$ cat config.mk
export PLATFORM = sky130hd
export DESIGN_NAME = lcpf_pin_ctrl
export DESIGN_NICKNAME = d
export VERILOG_FILES = /design/src/verilog/lcpf_pkg.sv /design/src/verilog/lcpf_com_map.sv /design/src/verilog/lcpf_pin_ctrl.sv
export SDC_FILE = /design/constraint.sdc
export NUM_CORES = 1
export LEC_CHECK = 0
export BUFFER_PORTS_ARGS = -buffer_cell sky130_fd_sc_hd__buf_2
export CORE_AREA = 2 2 131 133
export DETAILED_ROUTE_END_ITERATION = 16
export DIE_AREA = 0 0 133 135
export HOLD_SLACK_MARGIN = 0.06
export PLACE_DENSITY_LB_ADDON = 0.08
export REMOVE_ABC_BUFFERS = 1
export SETUP_SLACK_MARGIN = 0.15
export SYNTH_ARGS = -nofsm -noshare
export SYNTH_HDL_FRONTEND = slang
export SYNTH_SLANG_ARGS = --single-unit
$ cat constraint.sdc
create_clock -name CLK -period 2.83 [get_ports CLK]
set_clock_uncertainty 0.1 [all_clocks]
set_input_delay 0.4245 -clock CLK [delete_from_list [all_inputs] [get_ports CLK]]
set_output_delay 0.4245 -clock CLK [all_outputs]
set_load 0.01 [all_outputs]
$ cat src/verilog/lcpf_pkg.sv
// Package: constants and types for the LCD pin function control block
package lcpf_pkg;

	// ----------------------------------------------------------------
	// Register bus
	// ----------------------------------------------------------------
	localparam int          LCPF_ADDR_W     = 8;
	localparam int          LCPF_DATA_W     = 8;
	localparam logic [7:0]  LCPF_CTRL_OFF   = 8'hc0;
	localparam logic [7:0]  LCPF_CTRL_RESET = 8'h00;
	localparam logic [7:0]  LCPF_READ_IDLE  = 8'h00;

	// ----------------------------------------------------------------
	// Field positions inside the control register
	// ----------------------------------------------------------------
	localparam int          LCPF_DUTY_LSB   = 6;
	localparam int          LCPF_DUP_BIT    = 5;
	localparam int          LCPF_EXP_BIT    = 4;
	localparam int          LCPF_GROUP_LSB  = 0;

	// ----------------------------------------------------------------
	// Pin geometry
	// ----------------------------------------------------------------
	localparam int          LCPF_SEG_PINS   = 40;
	localparam int          LCPF_GROUP_W    = 8;
	localparam int          LCPF_GROUPS     = 5;
	localparam int          LCPF_EXP_LSB    = 36;
	localparam int          LCPF_EXP_N      = 4;
	localparam int          LCPF_COMS       = 4;
	localparam logic [3:0]  LCPF_ALL_PORT   = 4'h0;

	// Common enable patterns
	localparam logic [3:0]  LCPF_EN_ONE     = 4'h1;
	localparam logic [3:0]  LCPF_EN_TWO     = 4'h3;
	localparam logic [3:0]  LCPF_EN_THREE   = 4'h7;
	localparam logic [3:0]  LCPF_EN_ALL     = 4'hf;

	// ----------------------------------------------------------------
	// Types
	// ----------------------------------------------------------------
	typedef enum logic [1:0] {
		LCPF_DUTY_STATIC  = 2'h0,
		LCPF_DUTY_HALF    = 2'h1,
		LCPF_DUTY_THIRD   = 2'h2,
		LCPF_DUTY_QUARTER = 2'h3
	} lcpf_duty_e;

	typedef struct packed {
		lcpf_duty_e  duty;        // duty_select_high, duty_select_low
		logic        com_dup;     // common_duplicate_select
		logic        exp_sel;     // expansion_signal_select
		logic [3:0]  group;       // segment_group_bit3..0
	} lcpf_ctrl_s;

	// Order matches the top pins, highest pin first
	typedef struct packed {
		logic        latch_clk;   // expansion_latch_clock
		logic        shift_clk;   // expansion_shift_clock
		logic        ser_data;
		logic        alternation;
	} lcpf_exp_s;

endpackage

$ cat src/verilog/lcpf_com_map.sv
// Common driver mapping: duty and duplication onto four commons
`timescale 1ns/100ps
`default_nettype none

module lcpf_com_map
	import lcpf_pkg::*;
(
	input  wire logic        clk,      // System clock
	input  wire logic        rst_n,    // Async reset, active low
	input  wire lcpf_ctrl_s  ctrl,     // Current control register
	input  wire logic [3:0]  phase,    // Common slot waveforms
	output var  logic [3:0]  com_o,    // Common pin levels
	output var  logic [3:0]  com_en    // Common pin drive enables
);

	logic [3:0] next_com_o;
	logic [3:0] next_com_en;
	logic       live;
	logic       next_live;

	// ----------------------------------------------------------------
	// Mapping
	// ----------------------------------------------------------------
	always_comb begin
		next_live   = 1'b1;
		next_com_o  = {3'h0, phase[0]};
		next_com_en = LCPF_EN_ONE;
		case (ctrl.duty)
			LCPF_DUTY_STATIC: begin
				if (ctrl.com_dup) begin
					next_com_o  = {4{phase[0]}};
					next_com_en = LCPF_EN_ALL;
				end else begin
					next_com_o  = {3'h0, phase[0]};
					next_com_en = LCPF_EN_ONE;
				end
			end
			LCPF_DUTY_HALF: begin
				if (ctrl.com_dup) begin
					next_com_o  = {phase[1], phase[1], phase[0], phase[0]};
					next_com_en = LCPF_EN_ALL;
				end else begin
					next_com_o  = {2'h0, phase[1:0]};
					next_com_en = LCPF_EN_TWO;
				end
			end
			LCPF_DUTY_THIRD: begin
				// Duplicate bit has no effect here; fourth common stays idle
				next_com_o  = {1'h0, phase[2:0]};
				next_com_en = LCPF_EN_THREE;
			end
			LCPF_DUTY_QUARTER: begin
				next_com_o  = phase;
				next_com_en = LCPF_EN_ALL;
			end
			default: begin
				next_com_o  = {3'h0, phase[0]};
				next_com_en = LCPF_EN_ONE;
			end
		endcase
	end

	always_ff @(posedge clk or negedge rst_n) begin
		if (!rst_n) begin
			com_o  <= 4'h0;
			com_en <= 4'h0;
			live   <= 1'b0;
		end else begin
			com_o  <= next_com_o;
			com_en <= next_com_en;
			live   <= next_live;
		end
	end
endmodule

`default_nettype wire

$ cat src/verilog/lcpf_pin_ctrl.sv
// Top: LCD pin function control register, segment pin mux, common mapping
// ----------------------------------------------------------------
// Notes on behaviour
// - Group code zero: every segment pin is port
// - Static, no duplicate: only first common driven
// - Static, duplicate: all commons copy first
// - Half duty, no duplicate: first two commons
// - Half duty duplicate: all four, first pair copies first slot, second pair copies second
// - Third duty: three commons, fourth idle
// ----------------------------------------------------------------
//
// Strobed register access is this design's own decision.
`timescale 1ns/100ps
`default_nettype none

module lcpf_pin_ctrl
	import lcpf_pkg::*;
(
	input  wire logic         CLK,       // 10 MHz system clock
	input  wire logic         RST_N,     // Async reset, active low
	input  wire logic [7:0]   ADDR,      // Register address
	input  wire logic [7:0]   WDATA,     // Write data
	input  wire logic         WR,        // Write strobe
	input  wire logic         RD,        // Read strobe
	output var  logic [7:0]   RDATA,     // Read data, cycle after read
	output var  lcpf_ctrl_s   CTRL,      // Control fields to LCD timing
	input  wire logic [39:0]  SEG_WAVE,  // Segment driver waveforms
	input  wire lcpf_exp_s    EXP_SIG,   // Expansion driver signals
	input  wire logic [39:0]  PORT_DO,   // Port output data
	input  wire logic [39:0]  PORT_OE,   // Port direction, 1 drives
	output var  logic [39:0]  PORT_DI,   // Synchronised pin levels
	input  wire logic [39:0]  SEG_I,     // Segment pin input
	output var  logic [39:0]  SEG_O,     // Segment pin output
	output var  logic [39:0]  SEG_OE,    // Segment pin output enable
	input  wire logic [3:0]   COM_PHASE, // Common slot waveforms
	output var  logic [3:0]   COM_O,     // Common pin levels
	output var  logic [3:0]   COM_OE     // Common pin drive enables
);

	// ----------------------------------------------------------------
	// Declarations
	// ----------------------------------------------------------------
	lcpf_ctrl_s                   ctrl;
	lcpf_ctrl_s                   next_ctrl;
	logic [LCPF_DATA_W-1:0]       next_rdata;
	logic                         wr_hit;
	logic                         rd_hit;
	logic                         live;
	logic                         next_live;
	logic [LCPF_GROUPS-1:0]       grp_seg;
	logic                         exp_on;
	logic [LCPF_EXP_N-1:0]        exp_bits;
	wire  logic [39:0]            next_seg_o;
	wire  logic [39:0]            next_seg_oe;
	logic [39:0]                  pin_meta;

	// ----------------------------------------------------------------
	// Control register
	// ----------------------------------------------------------------
	always_comb begin
		wr_hit     = WR && (ADDR == LCPF_CTRL_OFF);
		rd_hit     = RD && (ADDR == LCPF_CTRL_OFF);
		next_ctrl  = ctrl;
		next_rdata = LCPF_READ_IDLE;
		next_live  = 1'b1;
		if (wr_hit) begin
			next_ctrl = lcpf_ctrl_s'(WDATA);
		end
		if (rd_hit) begin
			next_rdata = ctrl;
		end
	end

	// Read data stand for one cycle only; idle value otherwise
	always_ff @(posedge CLK or negedge RST_N) begin
		if (!RST_N) begin
			ctrl  <= lcpf_ctrl_s'(LCPF_CTRL_RESET);
			RDATA <= LCPF_READ_IDLE;
			live  <= 1'b0;
		end else begin
			ctrl  <= next_ctrl;
			RDATA <= next_rdata;
			live  <= next_live;
		end
	end

	always_comb begin
		CTRL = ctrl;
	end

	// ----------------------------------------------------------------
	// Segment group decode
	// ----------------------------------------------------------------
	// Bit 0 is the top group; codes 1, 2, 4, 6 and 8 each add the next group down
	always_comb begin
		case (ctrl.group[3:1])
			3'h0: grp_seg = ctrl.group[0] ? 5'h01 : 5'h00;
			3'h1: grp_seg = 5'h03;
			3'h2: grp_seg = 5'h07;
			3'h3: grp_seg = 5'h0f;
			default: grp_seg = 5'h1f;
		endcase
	end

	// Expansion pins stay ports while the group code is zero
	always_comb begin
		exp_on   = ctrl.exp_sel && (ctrl.group != LCPF_ALL_PORT);
		exp_bits = EXP_SIG;
	end

	// ----------------------------------------------------------------
	// Per-pin mux
	// ----------------------------------------------------------------
	genvar i;
	for (i = 0; i < LCPF_SEG_PINS; i = i + 1) begin : g_pin
		localparam int GRP = (LCPF_SEG_PINS - 1 - i) / LCPF_GROUP_W;
		if (i >= LCPF_EXP_LSB) begin : g_top
			assign next_seg_o[i]  = exp_on ? exp_bits[i - LCPF_EXP_LSB]
				: (grp_seg[GRP] ? SEG_WAVE[i] : PORT_DO[i]);
			assign next_seg_oe[i] = exp_on | grp_seg[GRP] | PORT_OE[i];
		end else begin : g_low
			assign next_seg_o[i]  = grp_seg[GRP] ? SEG_WAVE[i] : PORT_DO[i];
			assign next_seg_oe[i] = grp_seg[GRP] | PORT_OE[i];
		end
	end

	// Pin drive from flops, so a mode change never glitches the panel
	always_ff @(posedge CLK or negedge RST_N) begin
		if (!RST_N) begin
			SEG_O  <= 40'h0;
			SEG_OE <= 40'h0;
		end else begin
			SEG_O  <= next_seg_o;
			SEG_OE <= next_seg_oe;
		end
	end

	// ----------------------------------------------------------------
	// Port input synchroniser
	// ----------------------------------------------------------------
	// Pins are asynchronous; only the second stage is read
	always_ff @(posedge CLK or negedge RST_N) begin
		if (!RST_N) begin
			pin_meta <= 40'h0;
			PORT_DI  <= 40'h0;
		end else begin
			pin_meta <= SEG_I;
			PORT_DI  <= pin_meta;
		end
	end

	// ----------------------------------------------------------------
	// Common drivers
	// ----------------------------------------------------------------
	lcpf_com_map u_com (
		.clk    (CLK),
		.rst_n  (RST_N),
		.ctrl   (ctrl),
		.phase  (COM_PHASE),
		.com_o  (COM_O),
		.com_en (COM_OE)
	);
endmodule

`default_nettype wire

==> impl_metrics.csv, run 1 <==
group,metric,value,unit
status,outcome,"complete, no violations",
worst_setup_path,cp-start-kind,"flip-flop",
worst_setup_path,crit_start,"CTRL[3]",
sta,tightestPinTransition,0.749,ns
sta,min_period,2.00,ns
logic_synthesis,ys_seq_area_share,80.6,%
route,wire_per_inst,15.6,microns
logic_synthesis,ys.flop_type,"dfrtp_1",
floorplan,die_h,135,microns
logic_synthesis,synth_edf_count,0,
worst_setup_path,crit_chain,"buf_2",
placement,hpwl,11000,microns
placement,gp_congestion,0.763,
logic_synthesis,synth_commonest_cells,"dfrtp_1, mux2_2, nand2b_1, or2_2, or3_1",
floorplan,rows,47,
worst_setup_path,cp-end-kind,"primary output",
cells_and_area,n_antenna_cell,0,
grt,grt_max_degree,81,
sta,setup_viol,0,
clocking,cts-root-buf,"clkbuf_16",
clocking,numCtsBuffers,17,
route,route.detailed.drc,0,
worst_setup_path,reg2reg_from,"CTRL[3]",
clocking,htreeDepth,4,
logic_synthesis,netlist.area_leader.share,80.6,%
worst_setup_path,cp_max_fo,17,
sta,slew_violations,0,
hold_path,min_from,"PORT_OE[33]",
worst_setup_path,crit_buf_inv,1,
floorplan,dieArea,0.0180,sq mm
worst_setup_path,critPathCapture,"CTRL[3]",
clocking,clk_pin_slew_worst_paths,0.07,ns
logic_synthesis,syn_avg_cell_area,17.8,sq um
pwr,cellLeakagePower,4.48,nW
cells_and_area,final_nets,897,
clocking,cts_tree,"built",
hold_path,hold_class,"input pin to flip-flop",
logic_synthesis,yosys_warnings,0,
cells_and_area,drive_gt1_share,59.1,%
clocking,cts_setup_buffers,0,
worst_setup_path,crit_family,"flip-flops",
worst_setup_path,r2r_end,"SEG_O[24]",
cells_and_area,syn_to_final_growth,51.9,%
logic_synthesis,synth_top_area_cell,"dfrtp_1",
placement,io_buffer_count,331,
worst_setup_path,critPathMaxStageDelay,0.80,ns
logic_synthesis,synthTopCellsByArea,"dfrtp_1, mux2_2, nand2b_1",
logic_synthesis,synth.most_common_cell,"dfrtp_1",
sta,finalSetupTns,0,ns
pwr,vdd_drop_max,0.401,mV
worst_setup_path,cp_num_cells,1,
grt,grt_first_pass_wirelength,23000,microns
pwr,power.density,667,mW/mm^2
floorplan,die_x,133,microns
sta,rsz0062_at_grt,"no",
route,ant_nets,0,
cells_and_area,fin_util,52.9,%
clocking,insertion_delay,0.42,ns
worst_setup_path,critical_path_arrival,1.48,ns
pwr,power,5.78,mW
sta,finalHoldViolations,0,
worst_setup_path,critical_path.slowest_cell,"dfrtp_1",
clocking,numClockSinks,184,
grt,grtUsageTotal,17.0,%
logic_synthesis,syn_area,0.00571,sq mm
route,avgViaCountPerCell,4.14,
logic_synthesis,yosys.cell_types.count,29,
grt,grt.overflow.total,0,
logic_synthesis,ys_seq_elements,184,
grt,antenna_found_initial,0,
sta,post-route-period-util,70.7,%
sta,timing.slew.headroom,50.1,%
worst_setup_path,ff2ff_path_depth,2,
logic_synthesis,synth-async-reset-ratio,100,%
route,dr.pass1.iters,5,
sta,fmax,500,MHz
floorplan,io_pins,332,
worst_setup_path,crit_type,"flip-flop to primary output",
route,routed_wl,14700,microns
route,vias,3903,
floorplan,start_util,34.8,%
route,drtIter0Drc,116,
floorplan,coreArea,0.0164,sq mm
clocking,clockBufferDepth,2,
clocking,cts_resized,0,
logic_synthesis,syn_inst,320,
run,drv_cap,0,
worst_setup_path,r2r_slack,0.84,ns
worst_setup_path,worstPathRequired,2.31,ns
grt,grt_pass1_vias,4422,
==> worst min path at each step <==
stage	to	slack, ns	cells after the start
3_5_place_dp	PORT_DI[17]	0.23	0
6_report	SEG_OE[33]	0.09	2
3_3_place_gp	PORT_DI[35]	0.23	0
4_1_cts	SEG_OE[16]	0.06	2
5_1_grt	SEG_OE[9]	0.07	2
2_1_floorplan	CTRL[0]	0.03	0
==> cell families after synthesis <==
kind of cell	count (synthesis)	synth area share, %
mux	49	9.56
flops	184	80.6
compound gates	9	0.964
other cells	1	0.0657
simple gates	66	7.65
buf+inv	11	1.12
==> through the flow <==
stage,hold WS (ns),cell area (sq um),std cells,worst slack (ns)
global placement,0.231,7670,868,0.843
finish,0.0854,8670,942,0.830
CTS,0.0623,8670,942,0.785
detailed placement,0.235,7670,868,0.780
floorplan,0.0289,5650,310,0.788
global route,0.0666,8670,942,0.702
==> placed cells by master (no fill, tap or decap), types with 2 or more instances in the layout <==
master | netlist | layout
inv_6 | 0 | 4
o21ai_0 | 6 | 6
or3_1 | 9 | 9
dfrtp_1 | 184 | 184
and2_1 | 8 | 8
nand2_1 | 6 | 6
clkinv_4 | 0 | 2
mux2_2 | 40 | 40
buf_2 | 3 | 330
dlygate4sd3_1 | 0 | 42
inv_8 | 0 | 3
clkbuf_16 | 0 | 17
or2_2 | 9 | 9
clkinvlp_4 | 0 | 3
buf_4 | 3 | 5
nand2b_1 | 25 | 25
buf_12 | 0 | 2
mux2_1 | 4 | 4
mux2i_1 | 5 | 5
==> metal layers <==
metal	routed length (microns)	share of wire, %	GRT usage [%]	up-vias
li1	-	-	-	1823
met2	7520	51	30.0	201
met4	229	1.6	5.85	0
met3	1380	9.4	7.43	18
met1	5530	38	18.3	1861
met5	0	0	0	-
==> registers in the layout, summed over array words and instances, names as in the netlist <==
signal,cells
CTRL,8
PORT_DI,40
RDATA,8
SEG_O,40
SEG_OE,40
pin_meta,40
u_com.com_en,4
u_com.com_o,4
==> cell type report <==
class,instances,area [sq um]
timing repair buffer,380,2160
multi-input combinational,125,1040
fill,1455,7730
inverter,1,3.75
sequential,184,4600
tap,220,275
clock inverter,15,160
clock buffer,17,425
==> power breakdown <==
group	switching (mW)	internal, mW	total [mW]
Clock	1.06	1.25	2.31
Sequential	0.0570	2.79	2.85
Combinational	0.300	0.323	0.624
==> what timing repair did <==
item | in CTS | in global routing
hold buffers | 42 | 0
endpoints found under the hold margin | 117 | 0
endpoints found under the setup margin | 0 | 0
No activity file was read; power rests on OpenSTA's default activity.
==> run 2: changes to the inputs <==
==> constraint.sdc (replaced) <==
create_clock -name CLK -period 2.1 [get_ports CLK]
set_clock_uncertainty 0.1 [all_clocks]
set_input_delay 0.315 -clock CLK [delete_from_list [all_inputs] [get_ports CLK]]
set_output_delay 0.315 -clock CLK [all_outputs]
set_load 0.01 [all_outputs]
==> run 2 against run 1 <==
Against the previous run:
- first-iteration DRC count is 28% lower
- register-to-register slack worse by 0.56 ns
- setup slack worse by 0.55 ns
- via count increased by 14%
==> impl_metrics.csv, run 2 (synthesis results as in run 1) <==
group,metric,value,unit
pwr,cellLeakagePower,5.08,nW
route,routed_wl,16300,microns
worst_setup_path,r2r_slack,0.28,ns
cells_and_area,final_cell_mix,"buf_2, dfrtp_1, dlygate4sd3_1",
floorplan,rows,47,
sta,setup_viol,0,
cells_and_area,num-fill-cells,1286,
pwr,p_seq_share,46.2,%
sta,timing.slew.headroom,63.7,%
route,drtIter0Drc,83,
pwr,clock_power_share,41.0,%
worst_setup_path,cp_max_fo,12,
clocking,cts-root-buf,"clkbuf_16",
worst_setup_path,cp-end-kind,"flip-flop",
floorplan,coreArea,0.0164,sq mm
route,avgViaCountPerCell,4.12,
hold_path,min_from,"SEG_WAVE[37]",
floorplan,io_pins,332,
run,drv_cap,0,
floorplan,die_h,135,microns
worst_setup_path,critical_path_arrival,2.02,ns
clocking,htreeDepth,4,
status,outcome,"complete, no violations",
cells_and_area,n_antenna_cell,0,
pwr,vdd_drop_max,0.746,mV
pwr,power.density,826,mW/mm^2
sta,finalSetupTns,0,ns
cells_and_area,final_area,0.0101,sq mm
worst_setup_path,worstPathRequired,2.30,ns
sta,min_period,1.82,ns
worst_setup_path,crit_type,"flip-flop to flip-flop",
sta,slew_violations,0,
clocking,numClockSinks,184,
clocking,insertion_delay,0.42,ns
pwr,comb_power_share,12.8,%
floorplan,die_x,133,microns
placement,hpwl,11300,microns
clocking,cts_setup_buffers,0,
route,ant_nets,0,
pwr,intPower,6.34,mW
grt,grtUsageTotal,18.7,%
cells_and_area,final_common_cell,"buf_2",
route,dr.pass1.iters,4,
grt,grt.overflow.total,0,
pwr,swShare,23.7,%
cells_and_area,drive_gt1_share,50.8,%
cells_and_area,syn_to_final_growth,76.3,%
route,vias,4434,
placement,io_buffer_count,331,
sta,fmax,549,MHz
clocking,numCtsBuffers,17,
hold_path,hold_class,"input pin to flip-flop",
clocking,clockBufferDepth,2,
hold_path,hold_depth,3,
sta,rsz0062_at_grt,"no",
worst_setup_path,cp-start-kind,"flip-flop",
worst_setup_path,ff2ff_path_depth,3,
sta,tightestPinTransition,0.543,ns
placement,gp_congestion,0.772,
clocking,cts_tree,"built",
pwr,p_sw,1.97,mW
clocking,clk_pin_slew_worst_paths,0.07,ns
hold_path,hold_path_end,"SEG_O[37]",
grt,antenna_found_initial,0,
route,route.detailed.drc,0,
grt,grt_max_degree,55,
floorplan,start_util,34.8,%
worst_setup_path,r2r_end,"SEG_O[3]",
placement,place_area,0.00772,sq mm
grt,grt_first_pass_wirelength,25200,microns
worst_setup_path,crit_start,"CTRL[3]",
cells_and_area,final_nets,1030,
route,wire_per_inst,15.2,microns
grt,grt_pass1_vias,4949,
worst_setup_path,reg2reg_from,"CTRL[3]",
floorplan,dieArea,0.0180,sq mm
sta,finalHoldViolations,0,
sta,post-route-period-util,86.7,%
[run 2: cell count changes in the layout (fill, tap and decap cells not counted), moves of 2 or more]
cell,previous run,this run
inv_6,4,2
clkinv_4,2,0
dlygate4sd3_1,42,169
bufinv_16,1,3
inv_8,3,6
buf_4,5,10
[run 2: layout make-up]
type	instances	area, sq um	area share [%]
clock inverter	14	206	2.05
clock buffer	18	439	4.36
sequential	184	4610	45.8
inverter	1	3.75	0.0373
timing repair buffer	513	3490	34.7
multi-input combinational	125	1040	10.3
tap	220	275	2.74
[run 2: power groups by stage]
stage               combinational (mW)  sequential, mW  clock [mW]
floorplan                        0.182            4.01           0
global placement                 0.806            3.90           0
detailed placement               0.819            3.91           0
CTS                               1.07            3.84        3.51
global route                      1.16            3.86        3.67
finish                            1.06            3.84        3.41
[run 2: worst max-delay path by stage]
stage / endpoint / slack [ns]
4_1_cts: SEG_O[5] / 0.21
6_report: SEG_O[3] / 0.28
3_3_place_gp: CTRL[3] / 0.46
2_1_floorplan: SEG_O[32] / 0.06
5_1_grt: SEG_O[3] / 0.24
3_5_place_dp: SEG_O[24] / 0.43
[run 2: repair_timing]
item,CTS,global route
hold buffers,169,0
resized for setup,0,1
endpoints found under the hold margin,180,0
setup endpoints to repair,0,1
[run 2: through the flow]
step	std cells	total power, mW	setup WS, ns	hold WS (ns)	util (%)
finish	1075	8.31	0.279	0.0997	61.3
global route	1075	8.69	0.240	0.108	61.3
CTS	1075	8.42	0.212	0.0697	61.3
detailed placement	874	4.73	0.435	0.208	47.1
global placement	874	4.71	0.459	0.203	47.1
floorplan	310	4.19	0.0582	-0.0806	-
[run 2: worst max-delay path, cell delays in order (launching register included)]
cell           delay [ns]
dfrtp_2              0.45
buf_4                0.22
mux2_2               0.37
dlygate4sd3_1        0.56
[run 2: routing by layer]
metal	global-route usage, %	wire length [microns]
met5	0	0
met2	33.5	8680
met1	19.8	5880
met3	6.68	1320
met4	8.30	453
